[src/verilog/phy_init_pkg.sv]
// What this block does
// - Reset low at least 1 us restores defaults
// - Every hardware reset resamples the strap pins
// - Internal reset ends about 200 us later
// - Accesses use and match the strapped address
// - Control bit 15 starts a management reset
// - Reset control bits 15, 14 reset device
// - Host waits 500 us after register resets
// - Control bits 12, 8 start auto-negotiation
// - Status bit 5 reports negotiation done; polled
// - Receive-valid strap picks MII or RMII
// - Five address straps latched at hardware reset
// - Primary LED: link steady, activity blinks
// - Activity moves to collision pin, collision off
// - Clocks run whenever not held in reset
package phy_init_pkg;
   localparam int CLK_MHZ          = 50;
   localparam int HWRST_MIN_US     = 1;
   localparam int HWRST_MIN_CYC    = HWRST_MIN_US * CLK_MHZ;
   localparam int RST_DONE_US      = 200;
   localparam int RST_DONE_CYC     = RST_DONE_US * CLK_MHZ;
   localparam int REG_RST_WAIT_US  = 500;
   localparam int REG_RST_WAIT_CYC = REG_RST_WAIT_US * CLK_MHZ;
   localparam int AN_DONE_US       = 100;
   localparam int AN_DONE_CYC      = AN_DONE_US * CLK_MHZ;
   localparam int BLINK_US         = 50000;
   localparam int BLINK_CYC        = BLINK_US * CLK_MHZ;
   localparam int ACK_TIMEOUT_CYC  = 16;

   localparam logic [4:0] OFS_BASIC_CTRL   = 5'h00;
   localparam logic [4:0] OFS_BASIC_STATUS = 5'h01;
   localparam logic [4:0] OFS_LED_MUX      = 5'h18;
   localparam logic [4:0] OFS_RESET_CTRL   = 5'h1F;

   localparam int BC_RESET_BIT  = 15;
   localparam int BC_AN_EN_BIT  = 12;
   localparam int BC_AN_RST_BIT = 8;
   localparam int BS_AN_DONE_BIT = 5;
   localparam int BS_LINK_BIT    = 2;
   localparam int RC_SW_BIT      = 15;
   localparam int RC_DIG_BIT     = 14;
   localparam int LM_ACT_COL_BIT = 0;
   localparam int LM_COL_DIS_BIT = 1;

   localparam logic [15:0] BASIC_CTRL_RESET = 16'h0000;
   localparam logic [15:0] LED_MUX_RESET    = 16'h0000;
   // Self-clearing bits never store
   localparam logic [15:0] BASIC_CTRL_WMASK = 16'h7EFF;

   localparam logic [15:0] HOST_MII_RST_VAL  = 16'h8000;
   localparam logic [15:0] HOST_REG_RST_VAL  = 16'hC000;
   localparam logic [15:0] HOST_AN_START_VAL = 16'h1100;
endpackage : phy_init_pkg

[src/verilog/phy_mgmt_if.sv]
`timescale 1ns/1ps
interface phy_mgmt_if;
   logic        hw_reset_n;
   logic        req;
   logic        wr;
   logic [4:0]  phy_addr;
   logic [4:0]  reg_addr;
   logic [15:0] wdata;
   logic        ack;
   logic [15:0] rdata;

   modport dev (
      input  hw_reset_n, req, wr, phy_addr, reg_addr, wdata,
      output ack, rdata
   );
   modport host (
      output hw_reset_n, req, wr, phy_addr, reg_addr, wdata,
      input  ack, rdata
   );
endinterface : phy_mgmt_if

[src/verilog/phy_init_device.sv]
`timescale 1ns/1ps
module phy_init_device #(
   parameter int RST_DONE_CYC = phy_init_pkg::RST_DONE_CYC,
   parameter int AN_DONE_CYC  = phy_init_pkg::AN_DONE_CYC,
   parameter int BLINK_CYC    = phy_init_pkg::BLINK_CYC
) (
   // Clock, reset, enable
   input  wire logic       clk,
   input  wire logic       rstn,
   input  wire logic       ce,
   // Management link with hardware reset pin
   phy_mgmt_if.dev         mif,
   // Strap pins
   input  wire logic [4:0] strap_phy_addr,
   input  wire logic       strap_rmii,
   // Media-side status
   input  wire logic       link_up,
   input  wire logic       activity,
   input  wire logic       collision,
   // Configuration and status
   output logic [4:0]      phy_address,
   output logic            rmii_mode,
   output logic            init_done,
   output logic            clk_run,
   // LED and shared collision pin
   output logic            led_primary,
   output logic            col_pin,
   output logic            col_pin_oe
);
   typedef enum logic [1:0] {HW_HELD, HW_SETTLE, HW_READY} hw_e;

   hw_e         state;
   hw_e         next_state;
   logic [23:0] cnt;
   logic [23:0] next_cnt;
   logic        next_init_done;

   logic [5:0]  strap_s1;
   logic [5:0]  strap_s2;
   logic [5:0]  strap_s3;
   logic [4:0]  next_phy_address;
   logic        next_rmii_mode;

   logic [15:0] basic_mode_control;
   logic [15:0] next_basic_mode_control;
   logic [15:0] led_multiplex_control;
   logic [15:0] next_led_multiplex_control;
   logic        an_busy;
   logic        next_an_busy;
   logic        an_done;
   logic        next_an_done;
   logic [23:0] an_cnt;
   logic [23:0] next_an_cnt;
   logic        next_ack;
   logic [15:0] next_rdata;
   logic [15:0] rd_val;
   logic        hit;
   logic        sw_rst;
   logic        an_go;

   logic [23:0] blink_cnt;
   logic [23:0] next_blink_cnt;
   logic        blink;
   logic        next_blink;
   logic        act_col;
   logic        next_led_primary;
   logic        next_col_pin;
   logic        next_col_pin_oe;
   logic        next_clk_run;

   // Internal reset sequencing
   always_comb begin
      next_state     = state;
      next_cnt       = cnt;
      next_init_done = init_done;
      if (!mif.hw_reset_n) begin
         next_state     = HW_HELD;
         next_cnt       = '0;
         next_init_done = 1'h0;
      end else begin
         unique case (state)
            HW_HELD: begin
               next_state = HW_SETTLE;
            end
            HW_SETTLE: begin
               if (cnt == 24'(RST_DONE_CYC - 1)) begin
                  next_state     = HW_READY;
                  next_init_done = 1'h1;
               end else begin
                  next_cnt = cnt + 24'h1;
               end
            end
            HW_READY: begin
               next_state = HW_READY;
            end
         endcase
      end
   end

   always_ff @(posedge clk or negedge rstn) begin
      if (!rstn) begin
         state     <= HW_HELD;
         cnt       <= '0;
         init_done <= 1'h0;
      end else if (ce) begin
         state     <= next_state;
         cnt       <= next_cnt;
         init_done <= next_init_done;
      end
   end

   // Straps are caught only while the pins are not yet driven as outputs
   always_comb begin
      next_phy_address = phy_address;
      next_rmii_mode   = rmii_mode;
      if (state != HW_READY && strap_s2 == strap_s3) begin
         next_phy_address = strap_s3[4:0];
         next_rmii_mode   = strap_s3[5];
      end
   end

   always_ff @(posedge clk or negedge rstn) begin
      if (!rstn) begin
         strap_s1    <= '0;
         strap_s2    <= '0;
         strap_s3    <= '0;
         phy_address <= '0;
         rmii_mode   <= 1'h0;
      end else if (ce) begin
         strap_s1    <= {strap_rmii, strap_phy_addr};
         strap_s2    <= strap_s1;
         strap_s3    <= strap_s2;
         phy_address <= next_phy_address;
         rmii_mode   <= next_rmii_mode;
      end
   end

   // Register read view
   always_comb begin
      rd_val = 16'h0000;
      unique case (mif.reg_addr)
         phy_init_pkg::OFS_BASIC_CTRL: begin
            rd_val = basic_mode_control;
         end
         phy_init_pkg::OFS_BASIC_STATUS: begin
            rd_val[phy_init_pkg::BS_AN_DONE_BIT] = an_done;
            rd_val[phy_init_pkg::BS_LINK_BIT]    = link_up;
         end
         phy_init_pkg::OFS_LED_MUX: begin
            rd_val = led_multiplex_control;
         end
         default: begin
            rd_val = 16'h0000;
         end
      endcase
   end

   // Management access and register side effects
   always_comb begin
      next_basic_mode_control    = basic_mode_control;
      next_led_multiplex_control = led_multiplex_control;
      next_an_busy = an_busy;
      next_an_done = an_done;
      next_an_cnt  = an_cnt;
      next_rdata   = mif.rdata;
      // Requests to another address or during reset get no answer
      hit = mif.req && init_done && mif.phy_addr == phy_address;
      sw_rst = hit && mif.wr &&
         ((mif.reg_addr == phy_init_pkg::OFS_BASIC_CTRL &&
           mif.wdata[phy_init_pkg::BC_RESET_BIT]) ||
          (mif.reg_addr == phy_init_pkg::OFS_RESET_CTRL &&
           (mif.wdata[phy_init_pkg::RC_SW_BIT] ||
            mif.wdata[phy_init_pkg::RC_DIG_BIT])));
      an_go = hit && mif.wr && !sw_rst &&
         mif.reg_addr == phy_init_pkg::OFS_BASIC_CTRL &&
         mif.wdata[phy_init_pkg::BC_AN_EN_BIT] &&
         mif.wdata[phy_init_pkg::BC_AN_RST_BIT];
      next_ack = hit;
      if (an_busy) begin
         if (!link_up) begin
            next_an_cnt = '0;
         end else if (an_cnt == 24'(AN_DONE_CYC - 1)) begin
            next_an_busy = 1'h0;
            next_an_done = 1'h1;
         end else begin
            next_an_cnt = an_cnt + 24'h1;
         end
      end
      if (!link_up) begin
         next_an_done = 1'h0;
      end
      if (hit && mif.wr) begin
         if (mif.reg_addr == phy_init_pkg::OFS_BASIC_CTRL) begin
            next_basic_mode_control =
               mif.wdata & phy_init_pkg::BASIC_CTRL_WMASK;
         end
         if (mif.reg_addr == phy_init_pkg::OFS_LED_MUX) begin
            next_led_multiplex_control = mif.wdata;
         end
      end else if (hit) begin
         next_rdata = rd_val;
      end
      if (an_go) begin
         next_an_busy = 1'h1;
         next_an_cnt  = '0;
         next_an_done = 1'h0;
      end
      if (!init_done || sw_rst) begin
         next_basic_mode_control    = phy_init_pkg::BASIC_CTRL_RESET;
         next_led_multiplex_control = phy_init_pkg::LED_MUX_RESET;
         next_an_busy = 1'h0;
         next_an_done = 1'h0;
         next_an_cnt  = '0;
      end
   end

   always_ff @(posedge clk or negedge rstn) begin
      if (!rstn) begin
         basic_mode_control    <= phy_init_pkg::BASIC_CTRL_RESET;
         led_multiplex_control <= phy_init_pkg::LED_MUX_RESET;
         an_busy   <= 1'h0;
         an_done   <= 1'h0;
         an_cnt    <= '0;
         mif.ack   <= 1'h0;
         mif.rdata <= 16'h0000;
      end else if (ce) begin
         basic_mode_control    <= next_basic_mode_control;
         led_multiplex_control <= next_led_multiplex_control;
         an_busy   <= next_an_busy;
         an_done   <= next_an_done;
         an_cnt    <= next_an_cnt;
         mif.ack   <= next_ack;
         mif.rdata <= next_rdata;
      end
   end

   // LED routing; the blink phase only advances during activity
   always_comb begin
      next_blink_cnt = '0;
      next_blink     = 1'h0;
      if (activity) begin
         next_blink = blink;
         if (blink_cnt == 24'(BLINK_CYC - 1)) begin
            next_blink_cnt = '0;
            next_blink     = ~blink;
         end else begin
            next_blink_cnt = blink_cnt + 24'h1;
         end
      end
      // Activity may leave the LED only once collision is switched off
      act_col = led_multiplex_control[phy_init_pkg::LM_ACT_COL_BIT] &&
                led_multiplex_control[phy_init_pkg::LM_COL_DIS_BIT];
      next_led_primary = link_up && !(!act_col && activity && blink);
      if (act_col) begin
         next_col_pin = activity && blink;
      end else begin
         next_col_pin = collision &&
            !led_multiplex_control[phy_init_pkg::LM_COL_DIS_BIT];
      end
      next_col_pin_oe = state == HW_READY;
      next_clk_run    = state != HW_HELD;
   end

   always_ff @(posedge clk or negedge rstn) begin
      if (!rstn) begin
         blink_cnt   <= '0;
         blink       <= 1'h0;
         led_primary <= 1'h0;
         col_pin     <= 1'h0;
         col_pin_oe  <= 1'h0;
         clk_run     <= 1'h0;
      end else if (ce) begin
         blink_cnt   <= next_blink_cnt;
         blink       <= next_blink;
         led_primary <= next_led_primary;
         col_pin     <= next_col_pin;
         col_pin_oe  <= next_col_pin_oe;
         clk_run     <= next_clk_run;
      end
   end
endmodule : phy_init_device

[src/flat_wrapper.sv]
// flat-port wrapper written by rule: the top's interface ports become plain ports
module phy_init_device_flat 
#(
   parameter int RST_DONE_CYC = phy_init_pkg::RST_DONE_CYC,
   parameter int AN_DONE_CYC  = phy_init_pkg::AN_DONE_CYC,
   parameter int BLINK_CYC    = phy_init_pkg::BLINK_CYC
)
  (clk, rstn, ce, strap_phy_addr, strap_rmii, link_up, activity, collision, phy_address, rmii_mode, init_done, clk_run, led_primary, col_pin, col_pin_oe, mif_hw_reset_n, mif_req, mif_wr, mif_phy_addr, mif_reg_addr, mif_wdata, mif_ack, mif_rdata);
  phy_mgmt_if mif_i ();
  input  wire logic clk;
  input  wire logic rstn;
  input  wire logic ce;
  input  wire logic [4:0] strap_phy_addr;
  input  wire logic strap_rmii;
  input  wire logic link_up;
  input  wire logic activity;
  input  wire logic collision;
  output logic [4:0] phy_address;
  output logic rmii_mode;
  output logic init_done;
  output logic clk_run;
  output logic led_primary;
  output logic col_pin;
  output logic col_pin_oe;
  input wire logic [$bits(mif_i.hw_reset_n)-1:0] mif_hw_reset_n;
  input wire logic [$bits(mif_i.req)-1:0] mif_req;
  input wire logic [$bits(mif_i.wr)-1:0] mif_wr;
  input wire logic [$bits(mif_i.phy_addr)-1:0] mif_phy_addr;
  input wire logic [$bits(mif_i.reg_addr)-1:0] mif_reg_addr;
  input wire logic [$bits(mif_i.wdata)-1:0] mif_wdata;
  output wire logic [$bits(mif_i.ack)-1:0] mif_ack;
  output wire logic [$bits(mif_i.rdata)-1:0] mif_rdata;
  assign mif_i.hw_reset_n = mif_hw_reset_n;
  assign mif_i.req = mif_req;
  assign mif_i.wr = mif_wr;
  assign mif_i.phy_addr = mif_phy_addr;
  assign mif_i.reg_addr = mif_reg_addr;
  assign mif_i.wdata = mif_wdata;
  assign mif_ack = mif_i.ack;
  assign mif_rdata = mif_i.rdata;
  phy_init_device #(.RST_DONE_CYC(RST_DONE_CYC), .AN_DONE_CYC(AN_DONE_CYC), .BLINK_CYC(BLINK_CYC)) u_core (.clk(clk), .rstn(rstn), .ce(ce), .mif(mif_i), .strap_phy_addr(strap_phy_addr), .strap_rmii(strap_rmii), .link_up(link_up), .activity(activity), .collision(collision), .phy_address(phy_address), .rmii_mode(rmii_mode), .init_done(init_done), .clk_run(clk_run), .led_primary(led_primary), .col_pin(col_pin), .col_pin_oe(col_pin_oe));
endmodule
[config.mk]
export PLATFORM = sky130hd
export DESIGN_NAME = phy_init_device_flat
export DESIGN_NICKNAME = d
export VERILOG_FILES = /design/src/verilog/phy_init_pkg.sv /design/src/verilog/phy_mgmt_if.sv /design/src/verilog/phy_init_device.sv /design/src/flat_wrapper.sv
export SDC_FILE = /design/constraint.sdc
export NUM_CORES = 1
export LEC_CHECK = 0
export BUFFER_PORTS_ARGS = -buffer_cell sky130_fd_sc_hd__buf_2
export CELL_PAD_IN_SITES_DETAIL_PLACEMENT = 1
export CELL_PAD_IN_SITES_GLOBAL_PLACEMENT = 1
export CORE_MARGIN = 2
export CORE_UTILIZATION = 25
export DETAILED_ROUTE_END_ITERATION = 10
export GPL_ROUTABILITY_DRIVEN = 0
export PLACE_DENSITY = 0.45
export SYNTH_ARGS = -nofsm -noshare
export SYNTH_HDL_FRONTEND = slang
export SYNTH_SLANG_ARGS = --single-unit
[constraint.sdc]
create_clock -name clk -period 7 [get_ports clk]
set_clock_uncertainty 0.2 [all_clocks]
set_input_delay 1.75 -clock clk [delete_from_list [all_inputs] [get_ports clk]]
set_output_delay 1.75 -clock clk [all_outputs]
set_load 0.05 [all_outputs]
==> flow_metrics.tcl <==
set metrics [dict create \
    synth_cells 728 \
    cell_area_reported_after_detailed_placement_sq_um 8320 \
    critical_path.max_fanout 16 \
    largest_net_degree_at_the_start_of_global_routing 96 \
    p_leak_nw 3.91 \
    area.growth.synth_to_final_pct 17.9 \
    regToRegSetupSlack_ns 3.77 \
    design.die.area_sq_um 31700 \
    worst_hold_margin_ns 0.275 \
    cts_post_setup_buffers_inserted 0 \
    crit_family "simple AND/OR/NAND/NOR gates" \
    layout.cell_area.non_filler_sq_um 8930 \
    num-nets-final 841 \
    wl_met2_mm 9.86 \
    timing.critical_path.to_type "register" \
    most-common-layout-cells "sky130_fd_sc_hd__dfrtp_1, sky130_fd_sc_hd__nand2_1, sky130_fd_sc_hd__buf_2, sky130_fd_sc_hd__nor2_1, sky130_fd_sc_hd__mux2_2" \
    synth_cell_types 59 \
    floorplan.initialDensity_pct 25.5 \
    wirelength_met1_mm 9.70 \
    synth-xor-area-share_pct 4.98 \
    grt_pass1_wl_mm 33.6 \
    dp.final_hpwl_mm 14.2 \
    hold_buffers 0 \
    timing.final.crit_period_ns 4.30 \
    synth-seq-cells 153 \
    rsz_0062_raised_after_global_routing "no" \
    fillerInstances 3291 \
    power.share.clock_pct 42.8 \
    synthMuxAreaShare_pct 8.99 \
    slowest_stage_delay_cp_ns 0.79 \
    die-height_microns 178 \
    synth-simple-area-share_pct 20.0 \
    die-width_microns 178 \
    latest_clock_arrival_within_the_worst_skew_pair_ns 0.43 \
    share_of_synthesized_cell_area_in_full_adder_half_adder_and_majority_cells_pct 0.992 \
    total_switching_power_w 0.000680 \
    layout.area.seq_sq_um 3830 \
    ctsRootBufferMaster "sky130_fd_sc_hd__clkbuf_16" \
    clk_pin_slew_worst_paths_ns 0.07 \
    synth-compound-area-share_pct 12.1 \
    swShare_pct 31.0 \
    detailedRoute.firstIterationViolations 217 \
    crit_path_cell_trace "buf_2, or4_4, nor2_2, a21oi_1, a21oi_2, mux2_2" \
    share_comb_of_total_power_pct 12.8 \
    critical_path_class "in2reg" \
    drc 0 \
    initial_antenna_violation_count 1 \
    layout_commonest_cell "sky130_fd_sc_hd__dfrtp_1" \
    tritoncts_buffer_count 17 \
    finalSetupViolCount 0 \
    final.period_utilization_pct 61.5 \
    postRouteWirelength_mm 20.5 \
    largest_family_of_logic_cells_by_synthesized_area "simple AND/OR/NAND/NOR gates" \
    routed_via_count 5789 \
    top_signal_layer_used "met4" \
    portBuffers 68 \
    power_density_nw_per_um2 245 \
    synth.yosys.seq_area_share_pct 50.6 \
    cts_resized 0 \
    worst-path-buf-inv 1 \
    avgRoutedWirePerCell_microns 17.1 \
    power.ir.vdd_worst_mv 0.136 \
    clock_tree.buffer_depth 2 \
    setup_total_negative_slack_ns 0 \
    htree_num_levels 4 \
    num_io_pins 69 \
    outcome "complete, no violations" \
    total_grt_usage_pct 13.6 \
    globalRoute.totalOverflow 0 \
    slew_violations 0 \
    primary_flip_flop_cell_chosen_by_synthesis_mapping "sky130_fd_sc_hd__dfrtp_1" \
    cts_tree "yes" \
    core_region_area_sq_um 29700 \
    seq_power_share_pct 44.4 \
    synthArstFlopShare_pct 100 \
    timing_hold_violations_final 0 \
    multi_input_area_sq_um 3560 \
    post_synth.cell_area_avg_sq_um 10.4 \
    grt_pass1_vias 6131 \
    drive_gt1_share_pct 22.3 \
    first_pass_detailed_route_iteration_total 4 \
    syn_nets 775 \
    mappedNetlistArea_sq_um 7570 \
    worst_slew_margin_rel_pct 21.1 \
    cell_internal_pwr_w 0.00151 \
    cts.sink_count 153 \
    master_of_the_slowest_instance_on_the_critical_path "sky130_fd_sc_hd__a21oi_2" \
    ant_nets 0 \
    met3RoutedLength_microns 566 \
    worstPathArrival_ns 4.42 \
    start_kind "input pin" \
    vias_per_cell 4.83 \
    max_freq_mhz 232 \
    synthesis.yosys.warnings 0 \
    fp-row-count 63 \
    worst_hold_check_path_type "reg2reg" \
    maxCapViolCount 0 \
    worst-endpoint-required_ns 7.11 \
    worst-slew-pin-transition_ns 1.18 \
    synth_enable_flop_cells 0 \
]
-- cells by family after synthesis --
| logic type | count (synthesis) |
|---|---|
| compound gates | 132 |
| buf+inv | 41 |
| simple gates | 292 |
| mux | 61 |
| fa+ha+maj | 6 |
| xor+xnor | 43 |
| flops | 153 |
-- sequential cells by signal, indices dropped and copies added, names as in the netlist --
signal / flops
u_core.an_cnt: 24
u_core.blink_cnt: 24
u_core.cnt: 24
u_core.led_multiplex_control: 16
u_core.mif.rdata: 16
u_core.basic_mode_control: 14
u_core.strap_s1: 6
u_core.strap_s2: 6
u_core.strap_s3: 6
u_core.phy_address: 5
u_core.state: 2
u_core.an_busy: 1
u_core.an_done: 1
u_core.blink: 1
u_core.clk_run: 1
u_core.col_pin: 1
u_core.col_pin_oe: 1
u_core.init_done: 1
u_core.led_primary: 1
u_core.mif.ack: 1
u_core.rmii_mode: 1
-- metrics by stage --
stage	setup slack, ns	utilization (%)	instances	power (W)
after CTS	2.69	30.0	1197	0.00223
after global placement	2.30	28.0	1165	0.00126
after floorplan	3.21	-	728	0.00117
after detailed placement	2.23	28.0	1165	0.00127
final	2.70	30.0	1198	0.00219
after global routing	2.51	30.0	1198	0.00230
-- worst reg2reg max path: stages, from the launching register on --
cell	delay [ns]
sky130_fd_sc_hd__dfrtp_1	0.42
sky130_fd_sc_hd__xor2_1	0.18
sky130_fd_sc_hd__nor4_2	0.51
sky130_fd_sc_hd__a41o_1	0.43
sky130_fd_sc_hd__nand2_1	0.16
sky130_fd_sc_hd__a21oi_2	0.77
sky130_fd_sc_hd__mux2_2	0.43
-- layer usage --
layer | track usage, % | up-vias
met5 | 0 | -
met4 | 4.51 | 0
met3 | 2.71 | 19
met2 | 22.5 | 81
met1 | 17.8 | 2932
li1 | - | 2757
-- cell type report --
| type | count | share of cell area (%) |
|---|---|---|
| diodes | 1 | 0.0280 |
| inverters | 14 | 0.589 |
| well taps | 390 | 5.47 |
| repair buffers | 74 | 4.39 |
| multi-input cells | 534 | 39.9 |
| clock buffers | 17 | 4.77 |
| flip-flops and latches | 153 | 42.9 |
| clock inverters | 15 | 1.98 |
-- final timing paths --
check / start / endpoint / cells past startpoint
max: mif_reg_addr[4] / u_core.led_multiplex_control[1] / 6
min: u_core.mif.rdata[5] / u_core.mif.rdata[5] / 2
max reg2reg: u_core.phy_address[2] / u_core.led_multiplex_control[1] / 6
max in group asynchronous: rstn / u_core.basic_mode_control[2] / 2
min in group asynchronous: rstn / u_core.blink_cnt[21] / 1
min reg2reg: u_core.mif.rdata[5] / u_core.mif.rdata[5] / 2
-- synthesized netlist by cell type, drive strengths merged (4+ instances only) --
| master | instances | area, sq um |
|---|---|---|
| and3 | 14 | 87.6 |
| nor4 | 20 | 165 |
| nor3 | 16 | 80.1 |
| xnor2 | 27 | 236 |
| a22o | 17 | 149 |
| mux2 | 56 | 631 |
| or3 | 7 | 48.8 |
| o31ai | 8 | 73.8 |
| a21oi | 17 | 88.8 |
| mux2i | 5 | 50.1 |
| nor2b | 21 | 131 |
| nand2 | 77 | 289 |
| buf | 12 | 72.6 |
| xor2 | 16 | 140 |
| and4 | 7 | 63.8 |
| a22oi | 13 | 97.6 |
| nand4 | 13 | 81.3 |
| nor2 | 69 | 272 |
| dfrtp | 153 | 3830 |
| nand3 | 29 | 145 |
| a21o | 10 | 75.1 |
| o21ai | 46 | 230 |
| clkbuf | 15 | 56.3 |
| o2bb2ai | 4 | 35.0 |
| inv | 14 | 52.6 |
| and2 | 5 | 32.5 |
| ha | 6 | 75.1 |
| nor4b | 5 | 43.8 |
-- power groups by stage --
stage	Clock [W]	Sequential (W)	Combinational [W]
6_report	0.000939	0.000973	0.000279
2_1_floorplan	0	0.00104	0.000128
4_1_cts	0.000975	0.000973	0.000285
5_1_grt	0.00101	0.000980	0.000308
3_5_place_dp	0	0.000990	0.000284
3_3_place_gp	0	0.000988	0.000276
(Power assumes the default switching activity.)
